File: config.mk
export PLATFORM = sky130hd
export DESIGN_NAME = iobsr_top
export DESIGN_NICKNAME = d
export VERILOG_FILES = /design/src/common/iobsr_pkg.sv /design/src/hw/iobsr_code_ram.sv /design/src/hw/iobsr_top.sv
export SDC_FILE = /design/constraint.sdc
export NUM_CORES = 1
export LEC_CHECK = 0
export ABC_AREA = 1
export BUFFER_PORTS_ARGS = -buffer_cell sky130_fd_sc_hd__buf_2
export CAP_MARGIN = 20
export CORE_UTILIZATION = 45
export CTS_CLUSTER_SIZE = 28
export DETAILED_ROUTE_END_ITERATION = 16
export SYNTH_ARGS = -nofsm -noshare
export SYNTH_HDL_FRONTEND = slang
export SYNTH_HIERARCHICAL = 1
export SYNTH_SLANG_ARGS = --single-unit
File: constraint.sdc
create_clock -name SYS_CLK -period 2.2 [get_ports SYS_CLK]
set_input_delay 0.11 -clock SYS_CLK [delete_from_list [all_inputs] [get_ports SYS_CLK]]
set_output_delay 0.11 -clock SYS_CLK [all_outputs]
set_load 0.03 [all_outputs]
File: src/common/iobsr_pkg.sv
package iobsr_pkg;
    // word addresses on the client side (decimal register numbers)
    localparam logic [19:0] DYN_BASE = 20'd410001;
    localparam logic [19:0] DYN_LAST = 20'd410020;
    localparam logic [19:0] STAT_BASE = 20'd37401;
    localparam logic [19:0] STAT_LAST = 20'd37560;
    localparam logic [19:0] STAT_ALT_BASE = 20'd419651;
    localparam logic [19:0] STAT_ALT_LAST = 20'd419810;
    // word index inside the dynamic data area
    localparam logic [4:0] IDX_GLOBAL_ERR = 5'h00;
    localparam logic [4:0] IDX_SLOT_ERR_LO = 5'h01;
    localparam logic [4:0] IDX_SLOT_ERR_HI = 5'h02;
    localparam logic [4:0] IDX_REBOOT_FLAGS = 5'h03;
    localparam logic [4:0] IDX_REBOOT_CNT_LO = 5'h04;
    localparam logic [4:0] IDX_REBOOT_CNT_HI = 5'h05;
    localparam logic [4:0] IDX_WDOG_TIMEOUT = 5'h06;
    // record layout of the slot status area
    localparam int REC_WORDS = 20;
    localparam logic [4:0] REC_FLAGS = 5'h00;
    localparam logic [4:0] REC_ERR = 5'h01;
    localparam logic [4:0] REC_WARN = 5'h02;
    localparam logic [4:0] REC_INFO = 5'h03;
    // field positions
    localparam int REBOOT_BIT = 0;
    localparam int SF_ERR_BIT = 0;
    localparam int SF_WARN_BIT = 1;
    localparam int SF_INFO_BIT = 2;
    localparam int SF_EXT_BIT = 4;
    // limits and codes
    localparam logic [15:0] WDOG_MAX_MS = 16'd10000;
    localparam logic [15:0] WDOG_RESET_MS = 16'h0000;
    localparam logic [15:0] CODE_NONE = 16'd0;
    localparam logic [15:0] CODE_CHAN_FAIL = 16'd121;
    localparam logic [15:0] CODE_UNUSED_AIN = 16'd122;
    localparam logic [15:0] CODE_BROKEN_XMTR = 16'd139;
    localparam logic [15:0] CODE_MULTI_FAIL = 16'd142;
    localparam logic [15:0] CODE_CFG_CHANGED = 16'd154;
    localparam logic [15:0] CODE_UNUSED_CH_FIRST = 16'd200;
    localparam logic [15:0] CODE_UNUSED_CH_LAST = 16'd216;
endpackage : iobsr_pkg

File: src/hw/iobsr_code_ram.sv
`timescale 1ns/1ps
module iobsr_code_ram
    import iobsr_pkg::*;
#(
    parameter int DEPTH = 32,
    parameter int AW = 5
)(
    // clock
    input wire logic clk,
    // write side
    input wire logic we,
    input wire logic [AW-1:0] waddr,
    input wire logic [15:0] wdata,
    // read side
    input wire logic [AW-1:0] raddr,
    output logic [15:0] rdata
);
    logic [15:0] mem [DEPTH];

    always_ff @(posedge clk)
    begin
        if (we)
        begin
            mem[waddr] <= wdata;
        end
    end

    always_ff @(posedge clk)
    begin
        rdata <= mem[raddr];
    end
endmodule : iobsr_code_ram

File: src/hw/iobsr_top.sv
`timescale 1ns/1ps
// Notes on behaviour
// RL1 - slot errors as two 16-bit bitmaps
// RL2 - any write to error words clears errors
// RL3 - reboot flag set after every reboot
// RL4 - write one to bit zero clears flag
// RL5 - flags bits one to fifteen reserved
// RL6 - reboot count read-only, low word first
// RL7 - count increments per restart, writes ignored; NRST clears it first, so it reads one after every restart
// RL8 - watchdog timeout 0..10000 ms, zero disables
// RL9 - slot flags show nonzero error/warning/info codes
// RL10 - slot flag bit four marks extended info
// RL11 - slot record twenty words, codes then reserved
// RL12 - code values for errors, warnings, info
// RL13 - codes 200..216 name unused channel
// RL14 - slot area mirrored at alternate range
module iobsr_top
    import iobsr_pkg::*;
#(
    parameter int SLOTS = 8,
    parameter int SW = 3
)(
    // clock and reset
    input wire logic SYS_CLK,
    input wire logic NRST,
    // client word access
    input wire logic REQ_RD,
    input wire logic REQ_WR,
    input wire logic [19:0] REQ_ADDR,
    input wire logic [15:0] REQ_WDATA,
    output logic [15:0] RSP_RDATA,
    output logic RSP_VALID,
    output logic RSP_ERR,
    // module side code updates
    input wire logic CODE_WR,
    input wire logic [SW-1:0] CODE_SLOT,
    input wire logic [1:0] CODE_KIND,
    input wire logic [15:0] CODE_VALUE,
    input wire logic [SLOTS-1:0] SLOT_EXT_INFO,
    input wire logic [15:0] GLOBAL_ERR_IN,
    input wire logic GLOBAL_ERR_SET,
    // watchdog and status out
    output logic [15:0] WDOG_TIMEOUT_MS,
    output logic WDOG_ENABLE,
    output logic [31:0] REBOOT_COUNT
);
    localparam int RAW = SW + 2;

    logic [15:0] global_err_q;
    logic [31:0] slot_err_q;
    logic reboot_flag_q;
    logic [31:0] reboot_cnt_q;
    logic [15:0] wdog_q;
    logic [SLOTS-1:0] err_nz_q, warn_nz_q, info_nz_q;
    logic [SLOTS-1:0] ext_sync1_q, ext_sync2_q, ext_sync3_q, ext_q;
    logic started_q;

    // address decode
    logic in_dyn, in_stat, in_alt;
    logic [19:0] dyn_off, stat_off;
    logic [4:0] dyn_idx;
    logic [19:0] rec_slot20, rec_word20;
    logic [SW-1:0] rd_slot;
    logic [4:0] rd_word;
    logic slot_ok;

    always_comb
    begin
        in_dyn = (REQ_ADDR >= DYN_BASE) && (REQ_ADDR <= DYN_LAST);
        in_stat = (REQ_ADDR >= STAT_BASE) && (REQ_ADDR <= STAT_LAST);
        in_alt = (REQ_ADDR >= STAT_ALT_BASE) && (REQ_ADDR <= STAT_ALT_LAST);
        dyn_off = REQ_ADDR - DYN_BASE;
        dyn_idx = dyn_off[4:0];
        // RL14 alternate mirror range
        stat_off = in_alt ? (REQ_ADDR - STAT_ALT_BASE) : (REQ_ADDR - STAT_BASE);
        // RL11 twenty word records
        rec_slot20 = stat_off / 20'(REC_WORDS);
        rec_word20 = stat_off % 20'(REC_WORDS);
        rd_slot = rec_slot20[SW-1:0];
        rd_word = rec_word20[4:0];
        slot_ok = rec_slot20 < 20'(SLOTS);
    end

    logic wr_dyn;
    assign wr_dyn = REQ_WR && in_dyn;

    // cold start marker, one pass per reset release
    always_ff @(posedge SYS_CLK or negedge NRST)
    begin
        if (!NRST)
        begin
            started_q <= 1'b0;
        end
        else
        begin
            started_q <= 1'b1;
        end
    end

    // RL2 any write to error words clears errors
    always_ff @(posedge SYS_CLK or negedge NRST)
    begin
        if (!NRST)
        begin
            global_err_q <= CODE_NONE;
        end
        else if (GLOBAL_ERR_SET)
        begin
            global_err_q <= GLOBAL_ERR_IN;
        end
        else if (wr_dyn && (dyn_idx == IDX_GLOBAL_ERR || dyn_idx == IDX_SLOT_ERR_LO
                 || dyn_idx == IDX_SLOT_ERR_HI))
        begin
            global_err_q <= CODE_NONE;
        end
    end

    // RL1 one bit per slot
    logic [31:0] slot_err_set;
    genvar g;
    generate
        for (g = 0; g < 32; g++)
        begin : g_err
            if (g < SLOTS)
            begin : g_live
                assign slot_err_set[g] = CODE_WR && (CODE_KIND == 2'(REC_ERR))
                    && (CODE_SLOT == SW'(g)) && (CODE_VALUE != CODE_NONE);
            end
            else
            begin : g_none
                assign slot_err_set[g] = 1'b0;
            end
        end
    endgenerate

    logic err_clear;
    assign err_clear = wr_dyn && (dyn_idx == IDX_GLOBAL_ERR || dyn_idx == IDX_SLOT_ERR_LO
                       || dyn_idx == IDX_SLOT_ERR_HI);

    // RL2 clear, new error wins
    always_ff @(posedge SYS_CLK or negedge NRST)
    begin
        if (!NRST)
        begin
            slot_err_q <= 32'h0000_0000;
        end
        else
        begin
            slot_err_q <= (err_clear ? 32'h0000_0000 : slot_err_q) | slot_err_set;
        end
    end

    // RL3 set after reboot
    // RL4 write one clears
    // RL5 upper bits ignored
    always_ff @(posedge SYS_CLK or negedge NRST)
    begin
        if (!NRST)
        begin
            reboot_flag_q <= 1'b1;
        end
        else if (wr_dyn && dyn_idx == IDX_REBOOT_FLAGS && REQ_WDATA[REBOOT_BIT])
        begin
            reboot_flag_q <= 1'b0;
        end
    end

    // RL7 count each restart; NRST clears it first, so it reads one after every restart
    always_ff @(posedge SYS_CLK or negedge NRST)
    begin
        if (!NRST)
        begin
            reboot_cnt_q <= 32'h0000_0000;
        end
        else if (!started_q)
        begin
            reboot_cnt_q <= reboot_cnt_q + 32'h0000_0001;
        end
    end

    // RL8 clamp range, zero disables
    always_ff @(posedge SYS_CLK or negedge NRST)
    begin
        if (!NRST)
        begin
            wdog_q <= WDOG_RESET_MS;
        end
        else if (wr_dyn && dyn_idx == IDX_WDOG_TIMEOUT)
        begin
            wdog_q <= (REQ_WDATA > WDOG_MAX_MS) ? WDOG_MAX_MS : REQ_WDATA;
        end
    end

    // code storage per slot and kind
    logic code_we;
    logic [RAW-1:0] code_waddr, code_raddr;
    logic [15:0] code_rdata;
    assign code_we = CODE_WR && (CODE_KIND != 2'(REC_FLAGS)) && (32'(CODE_SLOT) < SLOTS);
    assign code_waddr = {CODE_SLOT, CODE_KIND};
    assign code_raddr = {rd_slot, rd_word[1:0]};

    iobsr_code_ram #(
        .DEPTH(SLOTS * 4),
        .AW(RAW)
    ) u_codes (
        .clk(SYS_CLK),
        .we(code_we),
        .waddr(code_waddr),
        .wdata(CODE_VALUE),
        .raddr(code_raddr),
        .rdata(code_rdata)
    );

    // RL9 nonzero code indications
    // RL12 code zero means none
    generate
        for (g = 0; g < SLOTS; g++)
        begin : g_nz
            always_ff @(posedge SYS_CLK or negedge NRST)
            begin
                if (!NRST)
                begin
                    err_nz_q[g] <= 1'b0;
                    warn_nz_q[g] <= 1'b0;
                    info_nz_q[g] <= 1'b0;
                end
                else if (CODE_WR && CODE_SLOT == SW'(g))
                begin
                    if (CODE_KIND == 2'(REC_ERR))
                    begin
                        err_nz_q[g] <= CODE_VALUE != CODE_NONE;
                    end
                    if (CODE_KIND == 2'(REC_WARN))
                    begin
                        warn_nz_q[g] <= CODE_VALUE != CODE_NONE;
                    end
                    if (CODE_KIND == 2'(REC_INFO))
                    begin
                        info_nz_q[g] <= CODE_VALUE != CODE_NONE;
                    end
                end
            end
        end
    endgenerate

    // extended info pins synchronised
    always_ff @(posedge SYS_CLK or negedge NRST)
    begin
        if (!NRST)
        begin
            ext_sync1_q <= '0;
            ext_sync2_q <= '0;
            ext_sync3_q <= '0;
            ext_q <= '0;
        end
        else
        begin
            ext_sync1_q <= SLOT_EXT_INFO;
            ext_sync2_q <= ext_sync1_q;
            ext_sync3_q <= ext_sync2_q;
            ext_q <= (ext_sync2_q & ext_sync3_q) | (ext_q & (ext_sync2_q | ext_sync3_q));
        end
    end

    // read pipeline, matches ram latency
    logic rd_p_q, rd_stat_q, rd_ok_q;
    logic [15:0] rd_dyn_q, flags_q;
    logic [4:0] rd_word_q;

    logic [15:0] dyn_word;
    logic [15:0] slot_flags;
    always_comb
    begin
        dyn_word = 16'h0000;
        unique case (dyn_idx)
            IDX_GLOBAL_ERR: dyn_word = global_err_q;
            IDX_SLOT_ERR_LO: dyn_word = slot_err_q[15:0];
            IDX_SLOT_ERR_HI: dyn_word = slot_err_q[31:16];
            IDX_REBOOT_FLAGS: dyn_word = {15'h0, reboot_flag_q};
            // RL6 low word first
            IDX_REBOOT_CNT_LO: dyn_word = reboot_cnt_q[15:0];
            IDX_REBOOT_CNT_HI: dyn_word = reboot_cnt_q[31:16];
            IDX_WDOG_TIMEOUT: dyn_word = wdog_q;
            default: dyn_word = 16'h0000;
        endcase
        slot_flags = 16'h0000;
        if (slot_ok)
        begin
            // RL10 extended info bit
            slot_flags[SF_ERR_BIT] = err_nz_q[rd_slot];
            slot_flags[SF_WARN_BIT] = warn_nz_q[rd_slot];
            slot_flags[SF_INFO_BIT] = info_nz_q[rd_slot];
            slot_flags[SF_EXT_BIT] = ext_q[rd_slot];
        end
    end

    always_ff @(posedge SYS_CLK or negedge NRST)
    begin
        if (!NRST)
        begin
            rd_p_q <= 1'b0;
            rd_stat_q <= 1'b0;
            rd_ok_q <= 1'b0;
            rd_dyn_q <= 16'h0000;
            flags_q <= 16'h0000;
            rd_word_q <= 5'h00;
        end
        else
        begin
            rd_p_q <= REQ_RD || REQ_WR;
            rd_stat_q <= in_stat || in_alt;
            rd_ok_q <= in_dyn || ((in_stat || in_alt) && (slot_ok || REQ_WR));
            rd_dyn_q <= dyn_word;
            flags_q <= slot_flags;
            rd_word_q <= rd_word;
        end
    end

    // RL11 reserved words read zero
    // RL13 channel codes passed through
    always_ff @(posedge SYS_CLK or negedge NRST)
    begin
        if (!NRST)
        begin
            RSP_RDATA <= 16'h0000;
            RSP_VALID <= 1'b0;
            RSP_ERR <= 1'b0;
        end
        else
        begin
            RSP_VALID <= rd_p_q;
            RSP_ERR <= rd_p_q && !rd_ok_q;
            if (!rd_stat_q)
            begin
                RSP_RDATA <= rd_dyn_q;
            end
            else if (rd_word_q == REC_FLAGS)
            begin
                RSP_RDATA <= flags_q;
            end
            else if (rd_word_q <= REC_INFO)
            begin
                RSP_RDATA <= code_rdata;
            end
            else
            begin
                RSP_RDATA <= 16'h0000;
            end
        end
    end

    // watchdog and counter outputs
    always_ff @(posedge SYS_CLK or negedge NRST)
    begin
        if (!NRST)
        begin
            WDOG_TIMEOUT_MS <= WDOG_RESET_MS;
            WDOG_ENABLE <= 1'b0;
            REBOOT_COUNT <= 32'h0000_0000;
        end
        else
        begin
            WDOG_TIMEOUT_MS <= wdog_q;
            WDOG_ENABLE <= wdog_q != WDOG_RESET_MS;
            REBOOT_COUNT <= reboot_cnt_q;
        end
    end
endmodule : iobsr_top

# Yosys cells after proc, flatten, opt, wreduce, memory -nomap -nowiden
# Memories as Yosys holds them, arrays and structs flattened. A register that Yosys moved wholly into a read port is not among the register bits.
# Cells that the tools add are included.
# classes
addsub,4
n_div,2
magnitude_cmp,10
n_eq_ne,16
n_mux,21
n_bitwise,5
n_reduce_logical,74
# op_table
op,count
one-hot mux 16 bit (7 select lines),1
2-to-1 mux 16 bit,6
AND reduction 2 bit,24
greater-or-equal comparator 20 x 19 -> 1 bit (second input constant),2
<= comparator 20 x 19 -> 1 bit (second input constant),2
logical AND 1 bit,36
adder 32 x 1 -> 32 bit (second input constant),1
2-to-1 mux 32 bit,1
bitwise OR 32 x 8 -> 32 bit,1
nonzero test 16 bit,2
divider 20 x 5 -> 20 bit (second input constant),1
greater-or-equal comparator 20 x 16 -> 1 bit (second input constant),1
<= comparator 20 x 16 -> 1 bit (second input constant),1
< comparator 20 x 4 -> 1 bit (second input constant),1
remainder unit 20 x 5 -> 20 bit (second input constant),1
2-to-1 mux 20 bit,1
subtractor 20 x 16 -> 20 bit (second input constant),1
subtractor 20 x 19 -> 20 bit (second input constant),1
bitwise AND 8 bit,2
greater-than comparator 16 x 14 -> 1 bit (second input constant),1
bitwise OR 8 bit,2
== test 5 x 3 -> 1 bit (second input constant),3
binary-select mux 1 bit (select 3 bit),4
== test 3 bit (second input constant),4
other kinds (16),32
# word_totals
regBits,249
mem_bits_rw,512
output_inout_bits,67
word_cells,179
mem_count,1
# memory_table
memory,words,width,read_ports,rd_ports_with_merged_regs,write_ports,line_no,rtl
u_codes.mem,32,16,1,1,1,iobsr_code_ram.sv:18,logic [15:0] mem [DEPTH];

# Longest topological paths before layout
# Gate-level depths: netlist of the first run.
# depth
depth_word,8
depth_mapped,96
mapped_depth_nobuf,94

# Cells and area by module
# Netlist of the first run, hierarchy kept.
# modules_own_cells
mod,n_inst,cells_each,area_per_inst_um2
iobsr_code_ram,1,1794,21301.7
iobsr_top,1,1429,11503.5

# Worst setup path after synthesis of the first run
# No wires, ideal clock.
# synth_path
path_kind,input port to flip-flop
from,in REQ_ADDR[1]
to,"reg u_codes.rdata[10], read port of u_codes.mem"
setup_time_ns,0.058
arrival_ns,6.753
required_time_ns,2.142
setup_slack_ns,-4.611
stages,85
n_path_buf,3
cell_sequence,inv_1 ha_1 nand2_1 nand3_1 nand2_2 nand2_1 nand2_2 nand2_1 nand2_1 nand2_1 nand2_1 nor2_1 inv_1 nand2_1 nor2_2 o21ai_1 nand2_2 nand2_1 [49 not listed] nand2_4 inv_2 nand2_4 nand2_4 nand2_1 nand2_1 inv_2 nand2_4 nand2_4 buf_6 clkbuf_1 buf_2 nand3_1 nand2_1 nand2_1 nand2_1 nand2_1 nand2_1
# synth_between
elab_chain_cells,4
elab_cells_between_ends,8
classes_between,add/sub (2); div (2); order compare (2); mux (1); reduce/logical (1)
# synth_rtl
element,line_no,rtl
from (decl),iobsr_top.sv:29,"input wire logic [19:0] REQ_ADDR,"
greater-or-equal comparator 20 x 19 -> 1 bit / <= comparator 20 x 19 -> 1 bit (equally long branches),iobsr_top.sv:71,in_alt = (REQ_ADDR >= STAT_ALT_BASE) && (REQ_ADDR <= STAT_ALT_LAST);
logical AND 1 bit,iobsr_top.sv:71,
2-to-1 mux 20 bit *,iobsr_top.sv:75,stat_off = in_alt ? (REQ_ADDR - STAT_ALT_BASE) : (REQ_ADDR - STAT_BASE);
divider 20 x 5 -> 20 bit *,iobsr_top.sv:77,rec_slot20 = stat_off / 20'(REC_WORDS);
via rec_slot20[0],iobsr_top.sv:62,"logic [19:0] rec_slot20, rec_word20;"
to (decl),iobsr_code_ram.sv:16,output logic [15:0] rdata
# Mark *: on every way through the listed nets, which the timed path passes. The rest lies on a longest branch.
# A chain may end at the register's enable or synchronous reset.

# Worst setup path after layout of the first run
# layout_path
from,in REQ_ADDR[14]
to,"reg u_codes.rdata[5], read port of u_codes.mem"
# layout_between
elab_chain_cells,4
elab_cells_between_ends,8
classes_between,add/sub (2); div (2); order compare (2); mux (1); reduce/logical (1)
# layout_rtl
element,line_no
greater-or-equal comparator 20 x 19 -> 1 bit / <= comparator 20 x 19 -> 1 bit (equally long branches),iobsr_top.sv:71
logical AND 1 bit,iobsr_top.sv:71
2-to-1 mux 20 bit *,iobsr_top.sv:75
remainder unit 20 x 5 -> 20 bit / divider 20 x 5 -> 20 bit (equally long branches),"iobsr_top.sv:78, iobsr_top.sv:77"
# Mark *: on every way between the ends. The rest lies on a longest branch, timed or not.

==> flow_metrics.py, run 1 <==
metrics = {
    "routing": {
        "ant_nets": 0,
        "vias": 25744,
        "drc": 0,
        "drtIter0Drc": 2322,
        "routed_wl_um": 97100,
        "dr.pass1.iters": 6,
        "wl_per_cell_um": 20.1,
        "vias_per_cell": 5.34,
    },
    "global_route": {
        "grt-ovfl-total": 0,
        "grt_usage": 0.261,
        "grt_pass1_vias": 25591,
        "grt_max_degree": 94,
        "grtUsageMet2": 0.439,
        "use_met3": 0.0350,
        "grt_pass1_wl_um": 148000,
        "grt_use_met1": 0.350,
        "antenna_found_initial": 2,
        "grt.busiest_layer": "met2",
    },
    "final_layout": {
        "num-fill-cells": 5938,
        "final_cell_mix": "899 x nand2_1, 512 x edfxtp_1, 473 x nand3_1",
        "final_common_cell": "nand2_1",
        "nets": 3899,
        "n_antenna_cell": 0,
        "postLayoutCellArea_sq_mm": 0.0428,
        "area_growth_pct": 30.4,
        "drive_above_1_share": 0.277,
    },
    "timing": {
        "rsz0062_at_grt": "true",
        "fin_ws_ns": -4.72,
        "setup_tns_ns": -110.91,
        "slew_viol_final": 0,
        "tightest_slew_ns": 1.02,
        "period_needed_ns": 6.92,
        "max_slew_margin": 0.318,
        "fmax_ghz": 0.144,
        "period_share": 3.15,
        "final_hold_viol_count": 0,
        "setup_viol": 24,
        "clock_skew_ns": 0.0402,
    },
    "placed_design": {
        "place_congestion": 0.876,
        "hpwl_um": 59900,
        "io_buffers": 153,
        "dp_slack_ns": -5.75,
        "placed_cell_area_sq_mm": 0.0371,
    },
    "worst_setup_path": {
        "critPathArrivalTime_ns": 7.45,
        "cp_common_cell": "nand2_2",
        "worst_setup_path_end_kind": "register",
        "cp_max_fo": 6,
        "slowest_stage": "bufbuf_16",
        "critical_path_required_ns": 2.73,
        "rrSetupSlack_ns": 0.15,
        "crit_path_start_kind": "input pin",
        "critPathMaxStageDelay_ns": 0.29,
        "crit_type": "in2reg",
    },
    "floorplanning": {
        "design.core.area_sq_mm": 0.0719,
        "start_util": 0.457,
        "die_y_um": 272,
        "rows": 98,
        "die_area_sq_mm": 0.0740,
        "io_pins": 154,
        "die_w_um": 272,
    },
    "synthesis": {
        "syn-num-nets": 3315,
        "synth_edf_count": 512,
        "synth.top_cell.area_share": 0.469,
        "syn_area_sq_mm": 0.0328,
        "synth-seq-cells": 753,
        "ys_types": 56,
        "ys_warn_count": 6,
        "ys_top_cells_by_area": "edfxtp_1 47%, dfrtp_1 17%, nand2_1 12%, nand3_1 8.1%, inv_1 2.1%",
        "ys_seq_area_frac": 0.650,
        "yosysTopAreaCell": "edfxtp_1",
        "async_flop_share": 0.299,
        "synth_cells": 3223,
        "synth_flop_cell": "edfxtp_1",
        "synth_area_per_cell_sq_um": 10.2,
    },
    "worst_hold_path": {
        "min_path_type": "in2async",
    },
    "clock_tree": {
        "cts_root_buf": "clkbuf_16",
        "ctsHtreeMaxLevel": 3,
        "clock_latency_ns": 0.64,
        "cts_buffers": 80,
        "cts_tree": "yes",
        "clock-sinks": 753,
        "cts_max_path_buffers": 3,
        "clk_pin_slew_ns": 0.06,
    },
    "run_status": {
        "status": "finished with violations",
        "violations": "setup timing",
    },
    "flow_run": {
        "cap_violations": 0,
    },
}
registers in the layout, summed over array words and instances, names as in the netlist, 5 cells and up:
register / count
u_codes/mem: 512
REBOOT_COUNT: 32
reboot_cnt_q: 32
RSP_RDATA: 16
WDOG_TIMEOUT_MS: 16
global_err_q: 16
rd_dyn_q: 16
u_codes/rdata: 16
wdog_q: 16
err_nz_q: 8
ext_q: 8
ext_sync1_q: 8
ext_sync2_q: 8
ext_sync3_q: 8
info_nz_q: 8
slot_err_q: 8
warn_nz_q: 8
rd_word_q: 5
stage by stage:
stage	utilization	instances	hold WS, ns
floorplan	-	3223	-0.186
global placement	0.516	4519	0.0930
detailed placement	0.516	4519	0.0974
CTS	0.587	4839	0.0140
global route	0.595	4822	0.0421
finish	0.595	4822	0.0232
critical path: cells and delay by family:
family | cells | cell delay [ns]
AOI/OAI and AO/OA | 2 | 0.31
xor gates and xnor gates | 1 | 0.20
buffers and inverters | 17 | 1.57
and+or+nand+nor | 63 | 5.26
final timing paths:
path	from	end	cells past startpoint
worst max-delay path	REQ_ADDR[14]	u_codes/rdata[5]	83
worst min-delay path	NRST	REBOOT_COUNT[14]	2
worst max register to register	reboot_cnt_q[1]	reboot_cnt_q[24]	13
worst min register to register	ext_sync1_q[5]	ext_sync2_q[5]	0
max in group asynchronous	NRST	reboot_cnt_q[2]	3
min in group SYS_CLK	CODE_VALUE[6]	u_codes/mem[18][6]	2
layout make-up:
type	count	area (sq um)	share of cell area
sequential	753	21300	0.499
multi-input combinational	2109	11100	0.258
timing repair buffer	639	5590	0.131
clock buffer	104	2210	0.0516
tap	950	1190	0.0278
inverter	224	918	0.0215
clock inverter	43	502	0.0117
cell usage after synthesis, types with 13 or more instances:
cell type     n
nand2_1    1030
nand4_1      13
nor2_1      150
edfxtp_1    512
o21ai_0     120
buf_2        36
xor2_1       43
buf_4        35
buf_6        29
nand2_2      45
a21oi_1      25
inv_1       187
clkbuf_1     33
nor3_1       32
inv_2        32
dfxtp_1      16
dfrtp_1     224
nand3_1     531
routing by layer:
layer  part of all wire  vias up  wire, um
li1                   -    12034         -
met1               0.42    12637     41100
met2               0.49      912     47200
met3              0.062      157      6020
met4              0.029        4      2780
met5            0.00024        -        23
kinds of logic (layout without fill, tap and decap cells):
logic type	count (synthesis)	after routing	share of synthesized area
AO/OA/AOI/OAI	193	193	0.0332
XOR/XNOR	48	48	0.0128
adder cells (fa/ha/maj)	13	13	0.00435
buffers and inverters	361	1010	0.0543
flip-flops	753	753	0.650
multiplexers	1	1	0.000343
other	1	1	0.000114
AND/OR/NAND/NOR	1853	1853	0.245
timing repair:
action,4_1_cts,5_1_grt
endpoints found under the setup margin,43,37
resized for setup,246,179
cloned,5,1
setup buffers,101,22
hold buffers,67,0
pin swaps,130,110
endpoints found under the hold margin,271,0
Power of run 1 is left out: the tool's default activity adds up to more than one toggle a clock period on the data nets, which glitch-free logic cannot reach.
==> inputs of run 2 (changes only) <==
CORE_MARGIN = 5   (was default)
RECOVER_POWER = 25   (was default)
clock period = 6.1 ns   (was 2.2 ns; I/O delays follow)
==> flow_metrics.py, run 2 (synthesis results as in run 1) <==
metrics = {
    "global_route": {
        "grt_pass1_wl_um": 145000,
        "grt_usage": 0.236,
        "antenna_found_initial": 3,
        "grt_max_degree": 193,
        "grt_pass1_vias": 24985,
        "grt-ovfl-total": 0,
    },
    "timing": {
        "slew_viol_final": 477,
        "max_slew_margin": -0.251,
        "fmax_ghz": 0.136,
        "rsz0062_at_grt": "true",
        "period_needed_ns": 7.34,
        "fin_ws_ns": -1.24,
        "setup_viol": 24,
        "clock_skew_ns": 0.0363,
        "tightest_slew_ns": 1.88,
        "period_share": 1.20,
        "final_hold_viol_count": 0,
    },
    "floorplanning": {
        "io_pins": 154,
        "die_area_sq_mm": 0.0784,
        "design.core.area_sq_mm": 0.0726,
        "start_util": 0.452,
        "die_y_um": 280,
        "rows": 99,
        "die_w_um": 280,
    },
    "worst_setup_path": {
        "cp_common_cell": "nand2_4",
        "worst_setup_path_end_kind": "register",
        "cp_max_fo": 7,
        "critPathMaxStageDelay_ns": 0.19,
        "critPathArrivalTime_ns": 7.87,
        "critical_path_required_ns": 6.63,
        "crit_type": "in2reg",
        "slowest_stage": "nand4_1",
        "crit_path_start_kind": "input pin",
    },
    "routing": {
        "drtIter0Drc": 2129,
        "ant_nets": 0,
        "vias_per_cell": 5.39,
        "wl_per_cell_um": 20.3,
        "drc": 0,
        "routed_wl_um": 95900,
        "dr.pass1.iters": 6,
        "vias": 25396,
    },
    "final_layout": {
        "nets": 3781,
        "drive_above_1_share": 0.249,
        "final_cell_mix": "915 x nand2_1, 512 x edfxtp_1, 477 x nand3_1",
        "largest_reg_flops": 512,
        "reg_top3": "u_codes/mem (512), REBOOT_COUNT (32), reboot_cnt_q (32)",
        "area_growth_pct": 25.3,
        "final_common_cell": "nand2_1",
        "largest-register": "u_codes/mem",
    },
    "worst_hold_path": {
        "min_path_type": "in2reg",
    },
    "clock_tree": {
        "cts_root_buf": "clkbuf_16",
        "cts_tree": "yes",
        "cts_buffers": 81,
        "clk_pin_slew_ns": 0.06,
        "cts_max_path_buffers": 3,
        "ctsHtreeMaxLevel": 3,
        "clock_latency_ns": 0.65,
        "clock-sinks": 753,
    },
    "flow_run": {
        "cap_violations": 14,
    },
    "run_status": {
        "status": "finished with violations",
        "violations": "capacitance limit, slew limit, setup timing",
    },
    "placed_design": {
        "dp_slack_ns": -2.01,
        "hpwl_um": 56800,
        "io_buffers": 153,
        "place_congestion": 0.879,
    },
}
## run 2: stage by stage
stage | std cells | cell area, sq um | setup TNS (ns) | util | hold slack, ns
after floorplan | 3223 | 33100 | -12.54 | - | 0.00941
after global placement | 4385 | 35500 | -31.37 | 0.490 | 0.334
after detailed placement | 4389 | 35600 | -41.92 | 0.491 | 0.336
after CTS | 4681 | 40400 | -16.67 | 0.556 | 0.00669
after global routing | 4712 | 41100 | -38.20 | 0.566 | 0.0413
final | 4716 | 41100 | -27.22 | 0.566 | 0.0339
## run 2: final timing paths
check | start | end | slack, ns | cells after the start
worst max-delay path | REQ_ADDR[9] | u_codes/rdata[0] | -1.24 | 87
max in group asynchronous | NRST | RSP_RDATA[5] | 4.09 | 3
worst max register to register | reboot_cnt_q[0] | reboot_cnt_q[30] | 3.30 | 11
worst min register to register | ext_sync1_q[3] | ext_sync2_q[3] | 0.35 | 0
worst min-delay path | REQ_WDATA[10] | wdog_q[10] | 0.03 | 4
min in group asynchronous | NRST | REBOOT_COUNT[24] | 0.45 | 2
## run 2: what timing repair did
action,in CTS,in global routing
pin swaps,103,89
resized for setup,227,116
endpoints found under the hold margin,189,0
buffers inserted,102,27
gates cloned,7,0
endpoints found under the setup margin,23,24
hold buffers,36,0
## run 2: worst max-delay path, delay by kind of cell
kind / cells / cell delay, ns
buffers and inverters: 14 / 1.20
and+or+nand+nor: 72 / 6.11
AOI/OAI and AO/OA: 1 / 0.16
## run 2: final cells by class
| class | count | area, sq um |
|---|---|---|
| timing repair buffer | 520 | 4060 |
| fill | 6226 | 31500 |
| clock inverter | 42 | 425 |
| inverter | 224 | 908 |
| sequential | 753 | 21300 |
| antenna | 4 | 10.0 |
| tap | 959 | 1200 |
| clock buffer | 105 | 2200 |
| multi-input combinational | 2109 | 11000 |
## run 2: routing by layer
metal	vias up	global-route usage	routed length, um
met5	-	0	34
met4	4	0.0705	3060
met3	195	0.0368	7080
met2	989	0.391	45700
met1	12414	0.327	40000
li1	11794	-	-
Power of run 2 is left out for the same reason.
